### src/logic/bcs_pkg.sv
// shared types and constants for the branch, call and skip unit
package bcs_pkg;
  // ----------------------------------------------------------------
  // widths
  // ----------------------------------------------------------------
  localparam int PC_W  = 22;
  localparam int CNT_W = 3;

  // ----------------------------------------------------------------
  // status flag bit positions
  // ----------------------------------------------------------------
  localparam int FLG_C = 0;
  localparam int FLG_Z = 1;
  localparam int FLG_N = 2;
  localparam int FLG_V = 3;
  localparam int FLG_S = 4;
  localparam int FLG_H = 5;
  localparam int FLG_T = 6;
  localparam int FLG_I = 7;

  // ----------------------------------------------------------------
  // cycle counts per instruction outcome
  // ----------------------------------------------------------------
  localparam logic [CNT_W-1:0] CYC_BR_NT   = 3'h1;
  localparam logic [CNT_W-1:0] CYC_BR_TK   = 3'h2;
  localparam logic [CNT_W-1:0] CYC_SKIP_NO = 3'h1;
  localparam logic [CNT_W-1:0] CYC_SKIP_1W = 3'h2;
  localparam logic [CNT_W-1:0] CYC_SKIP_2W = 3'h3;
  localparam logic [CNT_W-1:0] CYC_IO_ADD  = 3'h1;
  localparam logic [CNT_W-1:0] CYC_CMP     = 3'h1;
  localparam logic [CNT_W-1:0] CYC_CALL    = 3'h3;
  localparam logic [CNT_W-1:0] CYC_RET     = 3'h5;

  // ----------------------------------------------------------------
  // register port map and reset values
  // ----------------------------------------------------------------
  localparam logic [3:0] REG_EXT_SEG = 4'h0;
  localparam logic [3:0] REG_STATUS  = 4'h1;
  localparam logic [5:0] EXT_SEG_RST = 6'h00;

  // ----------------------------------------------------------------
  // types
  // ----------------------------------------------------------------
  typedef enum logic [3:0] {
    OP_NONE, OP_RELATIVE_SUBROUTINE_CALL, OP_PTR_CALL, OP_EXT_CALL, OP_RET, OP_INTERRUPT_RETURN,
    OP_COMPARE_SKIP_EQUAL, OP_CP, OP_CPC, OP_CPI, OP_SKIP_REG_BIT_CLEAR, OP_SKIP_REG_BIT_SET, OP_SKIP_IO_BIT_CLEAR, OP_SKIP_IO_BIT_SET,
    OP_BR_SET, OP_BR_CLR
  } bcs_op_t;

  typedef enum logic {ST_IDLE, ST_BUSY} bcs_state_t;

  typedef struct packed {
    bcs_op_t     op;
    logic [7:0]  rd_val;
    logic [7:0]  rr_val;     // second register or immediate
    logic [2:0]  bit_sel;    // register/io bit or status flag index
    logic [7:0]  io_val;
    logic [11:0] k;          // signed word offset, sign extended by decoder
    logic        next_2w;    // following instruction is two words long
  } bcs_issue_t;

  typedef struct packed {
    logic            pc_load;
    logic [PC_W-1:0] pc;
    logic            flags_we;
    logic [7:0]      flags;
  } bcs_result_t;
endpackage : bcs_pkg

### src/logic/bcs_unit.sv
// control-flow execution unit: calls, returns, compares, skips, branches
`timescale 1ns/1ps

module bcs_unit
  import bcs_pkg::*;
(
  // clock, reset, enable
  input  wire logic            clk,
  input  wire logic            rst,
  input  wire logic            ce,
  // instruction issue
  input  wire logic            issue_valid,
  input  wire bcs_issue_t      issue,
  input  wire logic [PC_W-1:0] pc_in,
  input  wire logic [15:0]     z_ptr,
  input  wire logic [7:0]      flags_in,
  // stack
  input  wire logic [PC_W-1:0] stack_data,
  output bcs_result_t          result,
  output logic                 stack_push,
  output logic [PC_W-1:0]      stack_push_data,
  output logic                 stack_pop,
  // status
  output logic                 busy,
  output logic                 done,
  // register port
  input  wire logic [3:0]      reg_addr,
  input  wire logic [7:0]      reg_wdata,
  input  wire logic            reg_we,
  input  wire logic            reg_re,
  output logic [7:0]           reg_rdata
);

  // ----------------------------------------------------------------
  // functions
  // ----------------------------------------------------------------
  // subtract flags; keep_z chains the zero flag across a multi-byte compare
  function automatic logic [7:0] sub_flags(input logic [7:0] d, input logic [7:0] r,
                                           input logic cin, input logic keep_z,
                                           input logic [7:0] f);
    logic [7:0] res;
    logic [7:0] o;
    res = d - r - {7'h00, cin};
    o = f;
    o[FLG_H] = (~d[3] & r[3]) | (r[3] & res[3]) | (res[3] & ~d[3]);
    o[FLG_C] = (~d[7] & r[7]) | (r[7] & res[7]) | (res[7] & ~d[7]);
    o[FLG_V] = (d[7] & ~r[7] & ~res[7]) | (~d[7] & r[7] & res[7]);
    o[FLG_N] = res[7];
    o[FLG_S] = o[FLG_N] ^ o[FLG_V];
    o[FLG_Z] = (res == 8'h00) & (keep_z ? f[FLG_Z] : 1'b1);
    return o;
  endfunction : sub_flags

  // flag selected by index; S is rebuilt from N xor V for the signed branches
  function automatic logic flag_bit(input logic [7:0] f, input logic [2:0] s);
    logic v;
    v = f[s];
    if (s == 3'(FLG_S)) begin
      v = f[FLG_N] ^ f[FLG_V];
    end
    return v;
  endfunction : flag_bit

  // ----------------------------------------------------------------
  // state
  // ----------------------------------------------------------------
  bcs_state_t       state_reg, state_next;
  logic [CNT_W-1:0] cnt_reg;
  bcs_op_t          op_reg;
  logic [PC_W-1:0]  tgt_reg;
  logic [7:0]       flg_reg;
  logic [5:0]       ext_seg_reg;
  logic             last_skip_reg;
  logic             last_taken_reg;

  // ----------------------------------------------------------------
  // decode of the issued instruction
  // ----------------------------------------------------------------
  wire logic            accept   = issue_valid & (state_reg == ST_IDLE);
  wire logic [PC_W-1:0] pc_seq   = pc_in + 22'h000001;
  wire logic [PC_W-1:0] pc_rel   = pc_in + {{10{issue.k[11]}}, issue.k} + 22'h000001;
  wire logic [PC_W-1:0] pc_skip  = pc_in + (issue.next_2w ? 22'h000003 : 22'h000002);
  wire logic            sel_flag = flag_bit(flags_in, issue.bit_sel);
  wire logic            rbit     = issue.rr_val[issue.bit_sel];
  wire logic            iobit    = issue.io_val[issue.bit_sel];
  wire logic [CNT_W-1:0] skip_cyc = issue.next_2w ? CYC_SKIP_2W : CYC_SKIP_1W;
  wire logic            is_call  = (issue.op == OP_RELATIVE_SUBROUTINE_CALL) | (issue.op == OP_PTR_CALL)
                                 | (issue.op == OP_EXT_CALL);
  wire logic            is_ret   = (issue.op == OP_RET) | (issue.op == OP_INTERRUPT_RETURN);

  // skip or branch decision; a skip is a taken jump over the next word(s)
  logic             jump;
  logic [PC_W-1:0]  tgt;
  logic [CNT_W-1:0] cyc;
  logic [7:0]       flg;
  logic             flg_we;
  always_comb begin
    jump   = 1'b0;
    tgt    = pc_seq;
    cyc    = CYC_BR_NT;
    flg    = flags_in;
    flg_we = 1'b0;
    case (issue.op)
      OP_RELATIVE_SUBROUTINE_CALL: begin
        tgt = pc_rel;
        cyc = CYC_CALL;
      end
      OP_PTR_CALL: begin
        tgt = {6'h00, z_ptr};
        cyc = CYC_CALL;
      end
      OP_EXT_CALL: begin
        tgt = {ext_seg_reg, z_ptr};
        cyc = CYC_CALL;
      end
      OP_RET, OP_INTERRUPT_RETURN: begin
        cyc = CYC_RET;
        if (issue.op == OP_INTERRUPT_RETURN) begin
          flg[FLG_I] = 1'b1;
          flg_we     = 1'b1;
        end
      end
      OP_COMPARE_SKIP_EQUAL: begin
        jump = (issue.rd_val == issue.rr_val);
      end
      OP_CP, OP_CPI: begin
        flg    = sub_flags(issue.rd_val, issue.rr_val, 1'b0, 1'b0, flags_in);
        flg_we = 1'b1;
        cyc    = CYC_CMP;
      end
      OP_CPC: begin
        flg    = sub_flags(issue.rd_val, issue.rr_val, flags_in[FLG_C], 1'b1, flags_in);
        flg_we = 1'b1;
        cyc    = CYC_CMP;
      end
      OP_SKIP_REG_BIT_CLEAR: jump = ~rbit;
      OP_SKIP_REG_BIT_SET: jump = rbit;
      OP_SKIP_IO_BIT_CLEAR: jump = ~iobit;
      OP_SKIP_IO_BIT_SET: jump = iobit;
      // H, T, V, I, C are plain flag selects
      OP_BR_SET: jump = sel_flag;
      OP_BR_CLR: jump = ~sel_flag;
      default: begin
        jump = 1'b0;
      end
    endcase
    // skips cost one more per skipped word on a taken skip, io skips one more throughout
    if ((issue.op >= OP_COMPARE_SKIP_EQUAL) && (issue.op != OP_CP) && (issue.op != OP_CPC)
        && (issue.op != OP_CPI) && (issue.op < OP_BR_SET)) begin
      cyc = jump ? skip_cyc : CYC_SKIP_NO;
      tgt = jump ? pc_skip : pc_seq;
      if ((issue.op == OP_SKIP_IO_BIT_CLEAR) || (issue.op == OP_SKIP_IO_BIT_SET)) begin
        cyc = cyc + CYC_IO_ADD;
      end
    end
    if ((issue.op == OP_BR_SET) || (issue.op == OP_BR_CLR)) begin
      cyc = jump ? CYC_BR_TK : CYC_BR_NT;
      tgt = jump ? pc_rel : pc_seq;
    end
  end

  // ----------------------------------------------------------------
  // sequencing
  // ----------------------------------------------------------------
  wire logic last = (state_reg == ST_BUSY) & (cnt_reg == 3'h1);
  always_comb begin
    state_next = state_reg;
    case (state_reg)
      ST_IDLE: if (accept) state_next = ST_BUSY;
      ST_BUSY: if (last) state_next = ST_IDLE;
      default: state_next = ST_IDLE;
    endcase
  end

  // instruction context latched at issue
  always_ff @(posedge clk) begin
    if (rst) begin
      state_reg <= ST_IDLE;
      cnt_reg   <= 3'h0;
      op_reg    <= OP_NONE;
      tgt_reg   <= 22'h000000;
      flg_reg   <= 8'h00;
    end else if (ce) begin
      state_reg <= state_next;
      if (accept) begin
        cnt_reg <= cyc;
        op_reg  <= issue.op;
        tgt_reg <= tgt;
        flg_reg <= flg;
      end else if (state_reg == ST_BUSY) begin
        cnt_reg <= cnt_reg - 3'h1;
      end
    end
  end

  // result and stack strobes, all registered; return pc taken at the last edge
  always_ff @(posedge clk) begin
    if (rst) begin
      result          <= '0;
      stack_push      <= 1'b0;
      stack_push_data <= 22'h000000;
      stack_pop       <= 1'b0;
      done            <= 1'b0;
      busy            <= 1'b0;
    end else if (ce) begin
      stack_push <= accept & is_call;
      stack_pop  <= accept & is_ret;
      if (accept) begin
        stack_push_data <= pc_seq;
      end
      done           <= last;
      busy           <= (state_next == ST_BUSY);
      result.pc_load <= last;
      result.flags_we <= last & ((op_reg == OP_CP) | (op_reg == OP_CPC)
                                 | (op_reg == OP_CPI) | (op_reg == OP_INTERRUPT_RETURN));
      if (last) begin
        result.pc    <= ((op_reg == OP_RET) || (op_reg == OP_INTERRUPT_RETURN)) ? stack_data : tgt_reg;
        result.flags <= flg_reg;
      end
    end
  end

  // ----------------------------------------------------------------
  // register port
  // ----------------------------------------------------------------
  // segment register steers the extended pointer call target
  always_ff @(posedge clk) begin
    if (rst) begin
      ext_seg_reg    <= EXT_SEG_RST;
      last_skip_reg  <= 1'b0;
      last_taken_reg <= 1'b0;
      reg_rdata      <= 8'h00;
    end else if (ce) begin
      if (reg_we && (reg_addr == REG_EXT_SEG)) begin
        ext_seg_reg <= reg_wdata[5:0];
      end
      if (accept) begin
        last_taken_reg <= jump | is_call | is_ret;
        last_skip_reg  <= jump & (issue.op >= OP_COMPARE_SKIP_EQUAL) & (issue.op < OP_BR_SET);
      end
      if (reg_re) begin
        case (reg_addr)
          REG_EXT_SEG: reg_rdata <= {2'h0, ext_seg_reg};
          REG_STATUS:  reg_rdata <= {5'h00, last_skip_reg, last_taken_reg, busy};
          default:     reg_rdata <= 8'h00;  // unmapped reads zero
        endcase
      end else begin
        reg_rdata <= 8'h00;
      end
    end
  end
endmodule : bcs_unit

### config.mk
export PLATFORM = sky130hd
export DESIGN_NAME = bcs_unit
export DESIGN_NICKNAME = d
export VERILOG_FILES = /design/src/logic/bcs_pkg.sv /design/src/logic/bcs_unit.sv
export SDC_FILE = /design/constraint.sdc
export NUM_CORES = 1
export LEC_CHECK = 0
export ABC_AREA = 1
export ABC_CLOCK_PERIOD_IN_PS = 5550
export BUFFER_PORTS_ARGS = -buffer_cell sky130_fd_sc_hd__buf_2
export CAP_MARGIN = 20
export CORE_MARGIN = 5
export CORE_UTILIZATION = 55
export DETAILED_ROUTE_END_ITERATION = 10
export PLACE_DENSITY = 0.81
export SYNTH_ARGS = -nofsm -noshare
export SYNTH_HDL_FRONTEND = slang
export SYNTH_SLANG_ARGS = --single-unit
### constraint.sdc
create_clock -name clk -period 5.55 [get_ports clk]
set_clock_uncertainty 0.05 [all_clocks]
set_input_delay 0.555 -clock clk [delete_from_list [all_inputs] [get_ports clk]]
set_output_delay 0.555 -clock clk [all_outputs]
set_load 0.1 [all_outputs]
======== After elaboration in Yosys (flattened, before gate mapping) ========
Cells that the tools add are included.
storage, ports and cells
  register bits ........................... 110
  bits in latches ......................... 0
  RAM bits ................................ 0
  bits in read-only memories .............. 0
  bits of input ports ..................... 130
  memories ................................ 0
operators by class
  add/sub/neg operators ................... 8
  multiply operators ...................... 0
  div/mod/pow operators ................... 0
  magnitude comparators ................... 3
  equal/unequal tests ..................... 27
  shift operators ......................... 0
  mux-type cells .......................... 32
  bitwise gates (word level) .............. 53
  reductions and logical operators ........ 19
operators with widths
  operator                                                                number
  22-bit 2-to-1 mux                                                       5
  22-bit case mux with 3 select lines                                     1
  22-bit by 1-bit adder with 22-bit output (second input constant)        2
  4-bit equality test (second input constant)                             10
  4-bit by 3-bit equality test with 1-bit output (second input constant)  7
  6-bit case mux with 2 select lines                                      2
  1-bit bitwise AND                                                       23
  22-bit by 2-bit adder with 22-bit output                                1
  22-bit adder                                                            1
  1-bit OR                                                                18
  8-bit logical NOT                                                       2
  3-bit 2-to-1 mux                                                        5
  1-bit 2-to-1 mux                                                        10
  1-bit binary-select mux with 3-bit select                               3
  1-bit NOT                                                               9
  4-bit by 1-bit equality test with 1-bit output (second input constant)  2
  4-bit by 2-bit equality test with 1-bit output (second input constant)  2
  8-bit equality test                                                     1
  8-bit 2-to-1 mux                                                        1
  4-bit inequality test (second input constant)                           2
  2-bit AND reduction                                                     4
  8-bit by 1-bit subtractor with 8-bit output                             1
  8-bit subtractor                                                        1
  1-bit case mux with 7 select lines                                      1
  other kinds (18)                                                        28

======== Longest topological paths before layout ========
Gate-level depths: netlist of run 1.
  depth in word-level cells ............... 11
  mapped depth ............................ 17
  mapped depth without buffers ............ 17

======== Least setup slack after synthesis of run 1 ========
OpenSTA, ideal clock, no wires.
  kind .................................... input -> register
  start ................................... input port issue[26] in the netlist's numbering
  end ..................................... register flg_reg[1]
  data arrival time ....................... 2.697 ns
  required time ........................... 5.430 ns
  slack ................................... 2.733 ns
  stages .................................. 16
  buffers on the path ..................... 0
  cells stage by stage .................... inv_1 ha_1 nand3b_1 nand2_1 inv_1 o21ai_0 a21oi_1 o21bai_1 fa_1 inv_1 nand4_1 nor2_1 nand4_1 nand2_1 o2111ai_1 a21oi_1
between the ends
  cells in the longest elaborated chain, start to end .. 5
  elaborated cells on any way between the ends .. 6
ends and longest elaborated chain
  item                                         line             RTL
  start, declared                              bcs_unit.sv:13   input wire bcs_issue_t issue,
  8-bit subtractor *                           bcs_unit.sv:43   res = d - r - {7'h00, cin};
  8-bit by 1-bit subtractor with 8-bit output  bcs_unit.sv:43
  8-bit logical NOT                            bcs_unit.sv:50   o[FLG_Z] = (res == 8'h00) & (keep_z ? f[FLG_Z] : 1'b1);
  1-bit bitwise AND                            bcs_unit.sv:50
  6-bit case mux with 2 select lines *         bcs_unit.sv:103  case (issue.op)
  end signal, assigned                         bcs_unit.sv:189  flg_reg <= flg;
  end, declared                                bcs_unit.sv:71   logic [7:0] flg_reg;
Every way passes the cells marked *; elsewhere a longest branch is shown, timed or not.
A chain may end at the register's enable or synchronous reset.

======== Worst setup path in the final report of run 1 ========
  start ................................... input port issue[41] in the netlist's numbering
  end ..................................... register tgt_reg[1]
between the ends
  cells in the longest elaborated chain, start to end .. 7
  elaborated cells on any way between the ends .. 26
ends and longest elaborated chain
  item                                                                                                                line             RTL
  4-bit by 3-bit >= comparator with 1-bit output or 4-bit by 3-bit inequality test with 1-bit output (tied branches)  bcs_unit.sv:148  if ((issue.op >= OP_COMPARE_SKIP_EQUAL) && (issue.op != OP_CP) && (issue.op != OP_CPC)
  1-bit logical AND (2 in series)                                                                                     bcs_unit.sv:148
  1-bit logical AND (2 in series)                                                                                     bcs_unit.sv:149  && (issue.op != OP_CPI) && (issue.op < OP_BR_SET)) begin
  22-bit 2-to-1 mux                                                                                                   bcs_unit.sv:148
  22-bit 2-to-1 mux *                                                                                                 bcs_unit.sv:156  if ((issue.op == OP_BR_SET) || (issue.op == OP_BR_CLR)) begin
  end signal, assigned                                                                                                bcs_unit.sv:188  tgt_reg <= tgt;
  end, declared                                                                                                       bcs_unit.sv:70   logic [PC_W-1:0] tgt_reg;
Marks and branches as above.

==> run_results.csv, run 1 <==
group,metric,value,unit
sta,final_max_slew_viol_count,0,
sta,hold_slack,408,ps
critical_path,critPathLaunchType,"primary input",
clock_tree,htreeDepth,3,
run,maxCapViolCount,0,
sta,max_freq,0.325,GHz
detailed_routing,routed_wl,30400,um
layout,largest_reg_flops,31,
sta,rsz0062_at_grt,"no",
detailed_routing,ant_nets,0,
clock_tree,post_cts_resized,0,
layout,drive_gt1_frac,0.159,
die,die_w,137,um
power_and_ir_drop,sw_frac_of_total,0.383,
power_and_ir_drop,ir_worst_vdd,0.146,mV
yosys,synth_top_family_by_area,"simple AND/OR/NAND/NOR gates",
yosys,ys_ff_latch,108,
yosys,synth.area.mux_share,0.00112,
clock_tree,insertion_delay,350,ps
detailed_routing,drt_pre_antenna_iters,5,
yosys,synth-adder-area-share,0.0623,
detailed_routing,detail_route.iter0.violations,844,
power_and_ir_drop,intPower,1.39,mW
clock_tree,clk_pin_slew_worst_paths,80,ps
sta,slew_headroom,0.256,
layout,area_growth,15.0,%
die,dieArea,18900,um^2
place,place_congestion,1.01,
detailed_routing,vias,10100,
sta,fin_ws,2470,ps
place,hpwl,23700,um
yosys,yosys.area_share.simple,0.323,
critical_path,cp-startpoint,"issue[41]",
clock_tree,cts_tree,"done",
yosys,postSynthCellCount,1454,
sta,worst_slew_pin_slew,1120,ps
yosys,ys_seq_area_frac,0.242,
yosys,syn-cell-area,8920,um^2
critical_path,cp-end-kind,"register",
critical_path,crit_required,5800,ps
hold_path,min_path_type,"register to register",
critical_path,r2r-start,"cnt_reg[0]",
global_routing,grt_max_degree,60,
power_and_ir_drop,p_switching,861,uW
global_routing,grt_pass1_vias,9177,
clock_tree,cts.sinks,108,
die,rows,46,
place,place_ws,2250,ps
power_and_ir_drop,pwr-share-clk,0.299,
sta,fin_crit_sh,0.554,
clock_tree,postCtsHoldBufs,0,
power_and_ir_drop,leakage,5.17,nW
critical_path,worstPathArrival,3330,ps
global_routing,gr-total-overflow,0,
global_routing,grt_pass1_wl,46700,um
power_and_ir_drop,powerDensity,219,nW/um^2
status,status,"finished clean",
hold_path,hp-start,"result[2]",
sta,setup_viol,0,
layout,final_cell_mix,"nand2_1 (390), inv_1 (207), buf_2 (191)",
yosys,synth_compound_area_frac,0.199,
detailed_routing,vias_per_cell,5.50,
clock_tree,numCtsBuffers,9,
yosys,synth_ff_type,"dfxtp_1",
power_and_ir_drop,seq_power_share,0.368,
layout,mostFrequentLayoutCell,"nand2_1",
die,io_pins,196,
detailed_routing,wl_per_cell,16.6,um
critical_path,critPathKind,"primary input to register",
yosys,synth_enable_flop_cells,0,
yosys,yosysWarnings,0,
layout,num-nets-final,1781,
sta,period_needed,3080,ps
clock_tree,root_buffer,"clkbuf_16",
clock_tree,post_cts_buffers,0,
yosys,synthArstFlopShare,0,
power_and_ir_drop,power_frac_comb,0.333,
critical_path,crit_fanout,23,
die,initial_core_util,0.562,
yosys,syn_area_per_cell,6.14,um^2
die,core,15900,um^2
sta,tns,0,ps
detailed_routing,drc,0,
global_routing,track_usage,0.314,
layout,fin_util,0.646,
clock_tree,cts_buffer_depth,2,
yosys,synth_xor_area_frac,0.0481,
sta,hold_viol_final,0,
global_routing,antenna_found_initial,0,
die,die_h,137,um
place,port_buffers,191,
yosys,synth_cell_types,56,
-- layer usage --
metal / part of all wire / global-route usage / up-vias
li1: - / - / 5040
met4: 0.041 / 0.130 / 0
met1: 0.42 / 0.408 / 4560
met5: 0 / 0 / -
met3: 0.071 / 0.0387 / 72
met2: 0.47 / 0.526 / 391
-- final timing paths --
path,depth (start not counted),endpoint,slack [ps]
worst min-delay path,2,result[2],410
worst min register to register,2,result[2],410
worst max-delay path,14,tgt_reg[1],2470
worst max register to register,7,result[15],3120
-- through the flow --
step | cells | total power [mW] | cell area (um^2)
floorplan | 1455 | 1.37 | 8930
global placement | 1813 | 1.57 | 9920
detailed placement | 1814 | 1.58 | 9950
CTS | 1830 | 2.24 | 10300
global route | 1830 | 2.36 | 10300
finish | 1831 | 2.25 | 10300
-- worst max-delay path, stage by stage --
cell,delay [ps]
buf_2,390
inv_2,140
nor2_1,140
inv_2,70
nor2_1,230
nor4_4,60
buf_4,230
nor2_2,870
inv_1,140
nor2_1,150
nand2_1,60
o2111ai_1,120
nand2_1,90
inv_1,50
-- power by group through the flow --
stage	sequential, mW	clock, mW	combinational, mW
after global routing	0.831	0.711	0.821
after floorplan	0.933	0	0.436
after global placement	0.844	0	0.724
after CTS	0.827	0.679	0.738
after detailed placement	0.845	0	0.734
final	0.828	0.672	0.749
-- cells by family (layout without fill, tap and decap cells) --
group	Yosys count	count (layout)
buffers and inverters	273	432
DFF	108	108
other	1	3
and+or+nand+nor	656	656
xor gates and xnor gates	49	49
AOI/OAI and AO/OA	324	324
muxes	1	1
adders and majority gates	42	42
-- area by class of cell --
cell class                      count  area, um^2
Fill cell                        1590        5630
Sequential cell                   108        2160
Clock inverter                      6        77.6
Multi-Input combinational cell   1074        5660
Inverter                          217         820
Clock buffer                       10         229
Tap cell                          216         270
Timing Repair Buffer              199        1040
Antenna cell                        1        2.50
-- cells in the mapped netlist (6+ instances only) --
cell | n | area [um^2]
inv_2 | 6 | 22.5
xnor2_1 | 15 | 131
nand4_1 | 23 | 144
o21ai_1 | 10 | 50.1
nand3_2 | 10 | 100
o211ai_1 | 14 | 105
nor2_1 | 100 | 375
inv_1 | 207 | 777
clkbuf_1 | 38 | 143
nand3b_1 | 9 | 67.6
xor2_1 | 34 | 298
nand3_1 | 85 | 425
dfxtp_1 | 108 | 2160
nor3_1 | 12 | 60.1
nor2_2 | 6 | 37.5
a21oi_1 | 158 | 791
o21bai_1 | 11 | 82.6
a221oi_1 | 7 | 61.3
o21ai_0 | 102 | 510
ha_1 | 38 | 475
nand2_1 | 390 | 1460
Note: power is estimated with default switching activity, not from simulation.
==> run 2: changes to the inputs <==
--- a/config.mk
+++ b/config.mk
@@ -6,13 +6,13 @@
 export NUM_CORES = 1
 export LEC_CHECK = 0
 export ABC_AREA = 1
-export ABC_CLOCK_PERIOD_IN_PS = 5550
+export ABC_CLOCK_PERIOD_IN_PS = 2800
 export BUFFER_PORTS_ARGS = -buffer_cell sky130_fd_sc_hd__buf_2
 export CAP_MARGIN = 20
 export CORE_MARGIN = 5
-export CORE_UTILIZATION = 55
+export CORE_UTILIZATION = 51
 export DETAILED_ROUTE_END_ITERATION = 10
-export PLACE_DENSITY = 0.81
+export PLACE_DENSITY = 0.79
 export SYNTH_ARGS = -nofsm -noshare
 export SYNTH_HDL_FRONTEND = slang
 export SYNTH_SLANG_ARGS = --single-unit
==> constraint.sdc (replaced) <==
create_clock -name clk -period 2.8 [get_ports clk]
set_clock_uncertainty 0.05 [all_clocks]
set_input_delay 0.28 -clock clk [delete_from_list [all_inputs] [get_ports clk]]
set_output_delay 0.28 -clock clk [all_outputs]
set_load 0.1 [all_outputs]
==> run 2 against run 1 <==
Setup slack lost 2100 ps; highest routed layer unchanged; sequential power grew 98%; sequential share of layout area shrank 0.38 points; largest power group unchanged; largest cell class unchanged; register-to-register slack lost 2600 ps; critical path depth grew 3.
==> run_results.csv, run 2 (same netlist as run 1, synthesis figures left out) <==
group,metric,value,unit
detailed_routing,wl_per_cell,16.3,um
critical_path,cp-end-kind,"register",
clock_tree,cts.sinks,108,
place,place_congestion,1.00,
die,initial_core_util,0.518,
layout,num-nets-final,1801,
place,dp_cells,1843,
die,dieArea,20200,um^2
sta,max_freq,0.407,GHz
global_routing,grt_pass1_wl,47600,um
detailed_routing,ant_nets,0,
critical_path,cpMostUsedCell,"inv_1",
status,status,"finished clean",
hold_path,min_path_type,"primary input to register",
power_and_ir_drop,sw_frac_of_total,0.373,
sta,period_needed,2460,ps
detailed_routing,m1WireLength,12700,um
clock_tree,htreeDepth,3,
sta,final_max_slew_viol_count,0,
power_and_ir_drop,seq_power_share,0.359,
layout,largest_reg_flops,31,
sta,setup_viol,0,
critical_path,worst-path-buf-inv,4,
clock_tree,numCtsBuffers,9,
sta,rsz0062_at_grt,"no",
power_and_ir_drop,power_frac_comb,0.333,
power_and_ir_drop,ir_worst_vdd,0.381,mV
layout,mostFrequentLayoutCell,"nand2_1",
die,die_w,142,um
clock_tree,cts_tree,"done",
sta,worst_slew_pin_slew,822,ps
place,dpl_cell_area,10100,um^2
critical_path,critPathLaunchType,"primary input",
global_routing,gr-total-overflow,0,
run,maxCapViolCount,0,
critical_path,critPathKind,"primary input to register",
place,port_buffers,191,
critical_path,critPathSlowestCell,"fa_1",
sta,hold_viol_final,0,
detailed_routing,dr_wl_met2,14100,um
detailed_routing,vias_per_cell,5.46,
layout,stdcell_count,1860,
detailed_routing,drt_pre_antenna_iters,5,
global_routing,antenna_found_initial,1,
sta,hold_slack,158,ps
detailed_routing,highest_layer,"met4",
detailed_routing,routed-wl-met3,2410,um
clock_tree,cts_buffer_depth,2,
clock_tree,postCtsHoldBufs,0,
critical_path,crit_family,"adder cells",
clock_tree,insertion_delay,360,ps
sta,tns,0,ps
power_and_ir_drop,pwr-share-clk,0.308,
critical_path,worstPathArrival,2690,ps
layout,drive_gt1_frac,0.170,
critical_path,crit_path_max_incr_delay,480,ps
detailed_routing,detail_route.iter0.violations,813,
global_routing,track_usage,0.294,
die,io_pins,196,
detailed_routing,drc,0,
clock_tree,clk_pin_slew_worst_paths,70,ps
layout,area_growth,17.1,%
die,core,17200,um^2
power_and_ir_drop,leakage,5.29,nW
clock_tree,post_cts_resized,0,
clock_tree,root_buffer,"clkbuf_16",
global_routing,grt_pass1_vias,9292,
power_and_ir_drop,intPower,2.86,mW
critical_path,crit_required,3040,ps
die,die_h,142,um
power_and_ir_drop,powerDensity,437,nW/um^2
critical_path,cp_cell_sequence,"buf_2 > inv_1 > ha_1 > nand3b_1 > nand2_1 > inv_1 > o21ai_0 > a21oi_1 > o21bai_1 > fa_1 > inv_1 > nand4_1 > nor2_1 > nand4_1 > nand2_1 > o2111ai_1 > a21oi_1",
die,rows,48,
detailed_routing,vias,10200,
place,hpwl,24200,um
clock_tree,post_cts_buffers,0,
detailed_routing,routed_wl,30400,um
power_and_ir_drop,p_switching,1.70,mW
layout,final_cell_mix,"nand2_1 (390), inv_1 (207), buf_2 (191)",
sta,fin_crit_sh,0.877,
sta,slew_headroom,0.450,
critical_path,crit_fanout,3,
global_routing,grt_max_degree,52,
layout,final_cell_area,10400,um^2
run 2: changes by cell type in the layout (fill, tap and decap cells not counted), sizes merged:
cell | before | now
buf | 199 | 219
bufinv | 1 | 2
clkbuf | 10 | 9
run 2: layout make-up:
| class | instances | area (um^2) |
|---|---|---|
| tap | 225 | 282 |
| multi-input combinational | 1074 | 5660 |
| fill | 1743 | 6790 |
| clock buffer | 9 | 225 |
| antenna | 1 | 2.50 |
| sequential | 108 | 2160 |
| inverter | 217 | 820 |
| timing repair buffer | 219 | 1190 |
| clock inverter | 7 | 104 |
run 2: worst register-to-register path: cells and delay by family (launching register included):
kind / cells / cell delay (ps)
flip-flops: 1 / 340
buffers and inverters: 2 / 430
AND/OR/NAND/NOR: 5 / 930
AO/OA/AOI/OAI: 3 / 430
run 2: worst paths after layout:
path / startpoint / endpoint / slack, ps / depth (start not counted)
max: issue[25] / flg_reg[1] / 340 / 17
min reg2reg: flg_reg[6] / flg_reg[6] / 410 / 2
min: reg_wdata[4] / ext_seg_reg[4] / 160 / 3
max reg2reg: busy / tgt_reg[9] / 530 / 10
run 2: layer usage:
layer,GRT usage,vias to the layer above
li1,-,5078
met3,0.0366,74
met1,0.391,4576
met4,0.124,0
met5,0,-
met2,0.483,434
run 2: per-stage QoR:
step | util | worst slack (ps) | power, mW
2_1_floorplan | - | 258 | 2.71
3_3_place_gp | 0.587 | 74.5 | 3.15
3_5_place_dp | 0.587 | 15.3 | 3.16
4_1_cts | 0.606 | 397 | 4.57
5_1_grt | 0.606 | 111 | 4.81
6_report | 0.606 | 345 | 4.57
run 2: power groups by stage:
stage	clock network, mW	registers, mW	logic, mW
6_report	1.41	1.64	1.52
5_1_grt	1.49	1.65	1.67
3_3_place_gp	0	1.67	1.48
4_1_cts	1.43	1.64	1.50
3_5_place_dp	0	1.67	1.49
2_1_floorplan	0	1.85	0.863
==> run 3: changes to the inputs <==
--- a/config.mk
+++ b/config.mk
@@ -7,12 +7,12 @@
 export LEC_CHECK = 0
 export ABC_AREA = 1
 export ABC_CLOCK_PERIOD_IN_PS = 2800
-export BUFFER_PORTS_ARGS = -buffer_cell sky130_fd_sc_hd__buf_2
 export CAP_MARGIN = 20
 export CORE_MARGIN = 5
-export CORE_UTILIZATION = 51
+export CORE_UTILIZATION = 55
 export DETAILED_ROUTE_END_ITERATION = 10
-export PLACE_DENSITY = 0.79
+export DONT_BUFFER_PORTS = 1
+export PLACE_DENSITY = 0.73
 export SYNTH_ARGS = -nofsm -noshare
 export SYNTH_HDL_FRONTEND = slang
 export SYNTH_SLANG_ARGS = --single-unit
==> run 3 against run 2 <==
Worst hold slack worse by 140 ps; clock-buffer cell count stayed put; final cell count is 10% lower; register-to-register slack better by 160 ps; core utilization is 0.29 points lower.
==> run_results.csv, run 3 (same netlist as run 1, synthesis figures left out) <==
group,metric,value,unit
sta,setup_viol,0,
sta,hold_viol_final,0,
die,rows,46,
detailed_routing,drt_pre_antenna_iters,6,
clock_tree,cts.sinks,108,
place,port_buffers,0,
place,place_ws,81.9,ps
critical_path,worstPathArrival,2600,ps
sta,rsz0062_at_grt,"no",
layout,final_cell_area,9580,um^2
layout,largest_reg_flops,31,
place,dpl_cell_area,9230,um^2
sta,slew_headroom,0.318,
detailed_routing,ant_nets,0,
sta,fin_crit_sh,0.843,
sta,tns,0,ps
layout,final_cell_mix,"nand2_1 (390), inv_1 (207), a21oi_1 (158)",
sta,fin_ws,439,ps
power_and_ir_drop,powerDensity,455,nW/um^2
run,maxCapViolCount,0,
hold_path,min_path_type,"primary input to register",
sta,worst_slew_pin_slew,1020,ps
layout,drive_gt1_frac,0.0686,
power_and_ir_drop,power.total,4.36,mW
power_and_ir_drop,ir_worst_vdd,0.341,mV
detailed_routing,vias_per_cell,5.63,
sta,max_freq,0.424,GHz
layout,area_growth,7.39,%
clock_tree,numCtsBuffers,9,
clock_tree,post_cts_resized,0,
die,io_pins,196,
clock_tree,htreeDepth,3,
critical_path,crit_required,3040,ps
die,dieArea,18900,um^2
clock_tree,clk_pin_slew_worst_paths,80,ps
place,dp_cells,1655,
global_routing,track_usage,0.309,
global_routing,grt_pass1_wl,45800,um
clock_tree,cts_buffer_depth,2,
critical_path,critPathLaunchType,"primary input",
place,place_congestion,1.03,
power_and_ir_drop,leakage,4.51,nW
die,core,15900,um^2
die,die_w,137,um
sta,period_needed,2360,ps
global_routing,grt_pass1_vias,8842,
layout,antenna_cells,0,
layout,num-nets-final,1624,
layout,fin_util,0.603,
critical_path,critPathKind,"primary input to register",
detailed_routing,routed_wl,29600,um
layout,stdcell_count,1673,
detailed_routing,wl_per_cell,17.7,um
die,die_h,137,um
detailed_routing,drc,0,
status,status,"finished clean",
place,hpwl,23300,um
global_routing,antenna_found_initial,0,
critical_path,crit_fanout,6,
global_routing,grt_max_degree,59,
clock_tree,root_buffer,"clkbuf_16",
clock_tree,cts_tree,"done",
detailed_routing,vias,9427,
sta,hold_slack,15.8,ps
sta,final_max_slew_viol_count,0,
die,initial_core_util,0.562,
critical_path,cp-end-kind,"register",
detailed_routing,detail_route.iter0.violations,1024,
clock_tree,insertion_delay,350,ps
global_routing,gr-total-overflow,0,
layout,mostFrequentLayoutCell,"nand2_1",
==> run 3: cell types whose count changed in the layout (fill, tap and decap cells not counted), moves of 2 or more <==
| cell | previous run | this run |
|---|---|---|
| buf_2 | 191 | 0 |
| buf_4 | 26 | 39 |
| clkinv_8 | 0 | 2 |
| inv_6 | 2 | 4 |
==> run 3: cell type report <==
| class | count | area (um^2) |
|---|---|---|
| multi-input cells | 1074 | 5660 |
| flip-flops and latches | 108 | 2160 |
| well taps | 216 | 270 |
| repair buffers | 42 | 343 |
| inverters | 217 | 820 |
| fillers | 1647 | 6300 |
| clock inverters | 7 | 100 |
| clock buffers | 9 | 225 |
==> run 3: power breakdown <==
part | total (mW) | switching, mW | internal [mW]
registers | 1.74 | 0.138 | 1.60
clock network | 1.37 | 0.646 | 0.726
logic | 1.24 | 0.853 | 0.391
==> run 3: final timing paths <==
check,cells past startpoint,to,slack (ps),from
worst max-delay path,16,flg_reg[1],440,issue[25]
worst min-delay path,2,op_reg[0],20,issue[40]
worst max register to register,8,result[11],690,cnt_reg[0]
worst min register to register,2,flg_reg[6],410,flg_reg[6]
==> run 3: routing by layer <==
| metal | vias up | routed length, um | GRT usage |
|---|---|---|---|
| met3 | 74 | 2700 | 0.0709 |
| li1 | 4730 | - | - |
| met5 | - | 0 | 0 |
| met1 | 4236 | 11900 | 0.382 |
| met2 | 387 | 13700 | 0.519 |
| met4 | 0 | 1240 | 0.129 |
==> run 3: what timing repair did <==
| action | in CTS | in global routing |
|---|---|---|
| endpoints found under the hold margin | 41 | 0 |
| hold buffers | 2 | 0 |
| setup buffers | 0 | 0 |
==> run 3: worst max-delay path, stage by stage <==
cell	delay [ps]
inv_1	40
ha_1	330
nand3b_1	90
nand2_1	70
inv_1	60
o21ai_0	220
a21oi_1	110
o21bai_1	170
fa_1	520
inv_1	130
nand4_1	80
nor2_1	110
nand4_1	100
nand2_1	70
o2111ai_1	90
a21oi_1	140
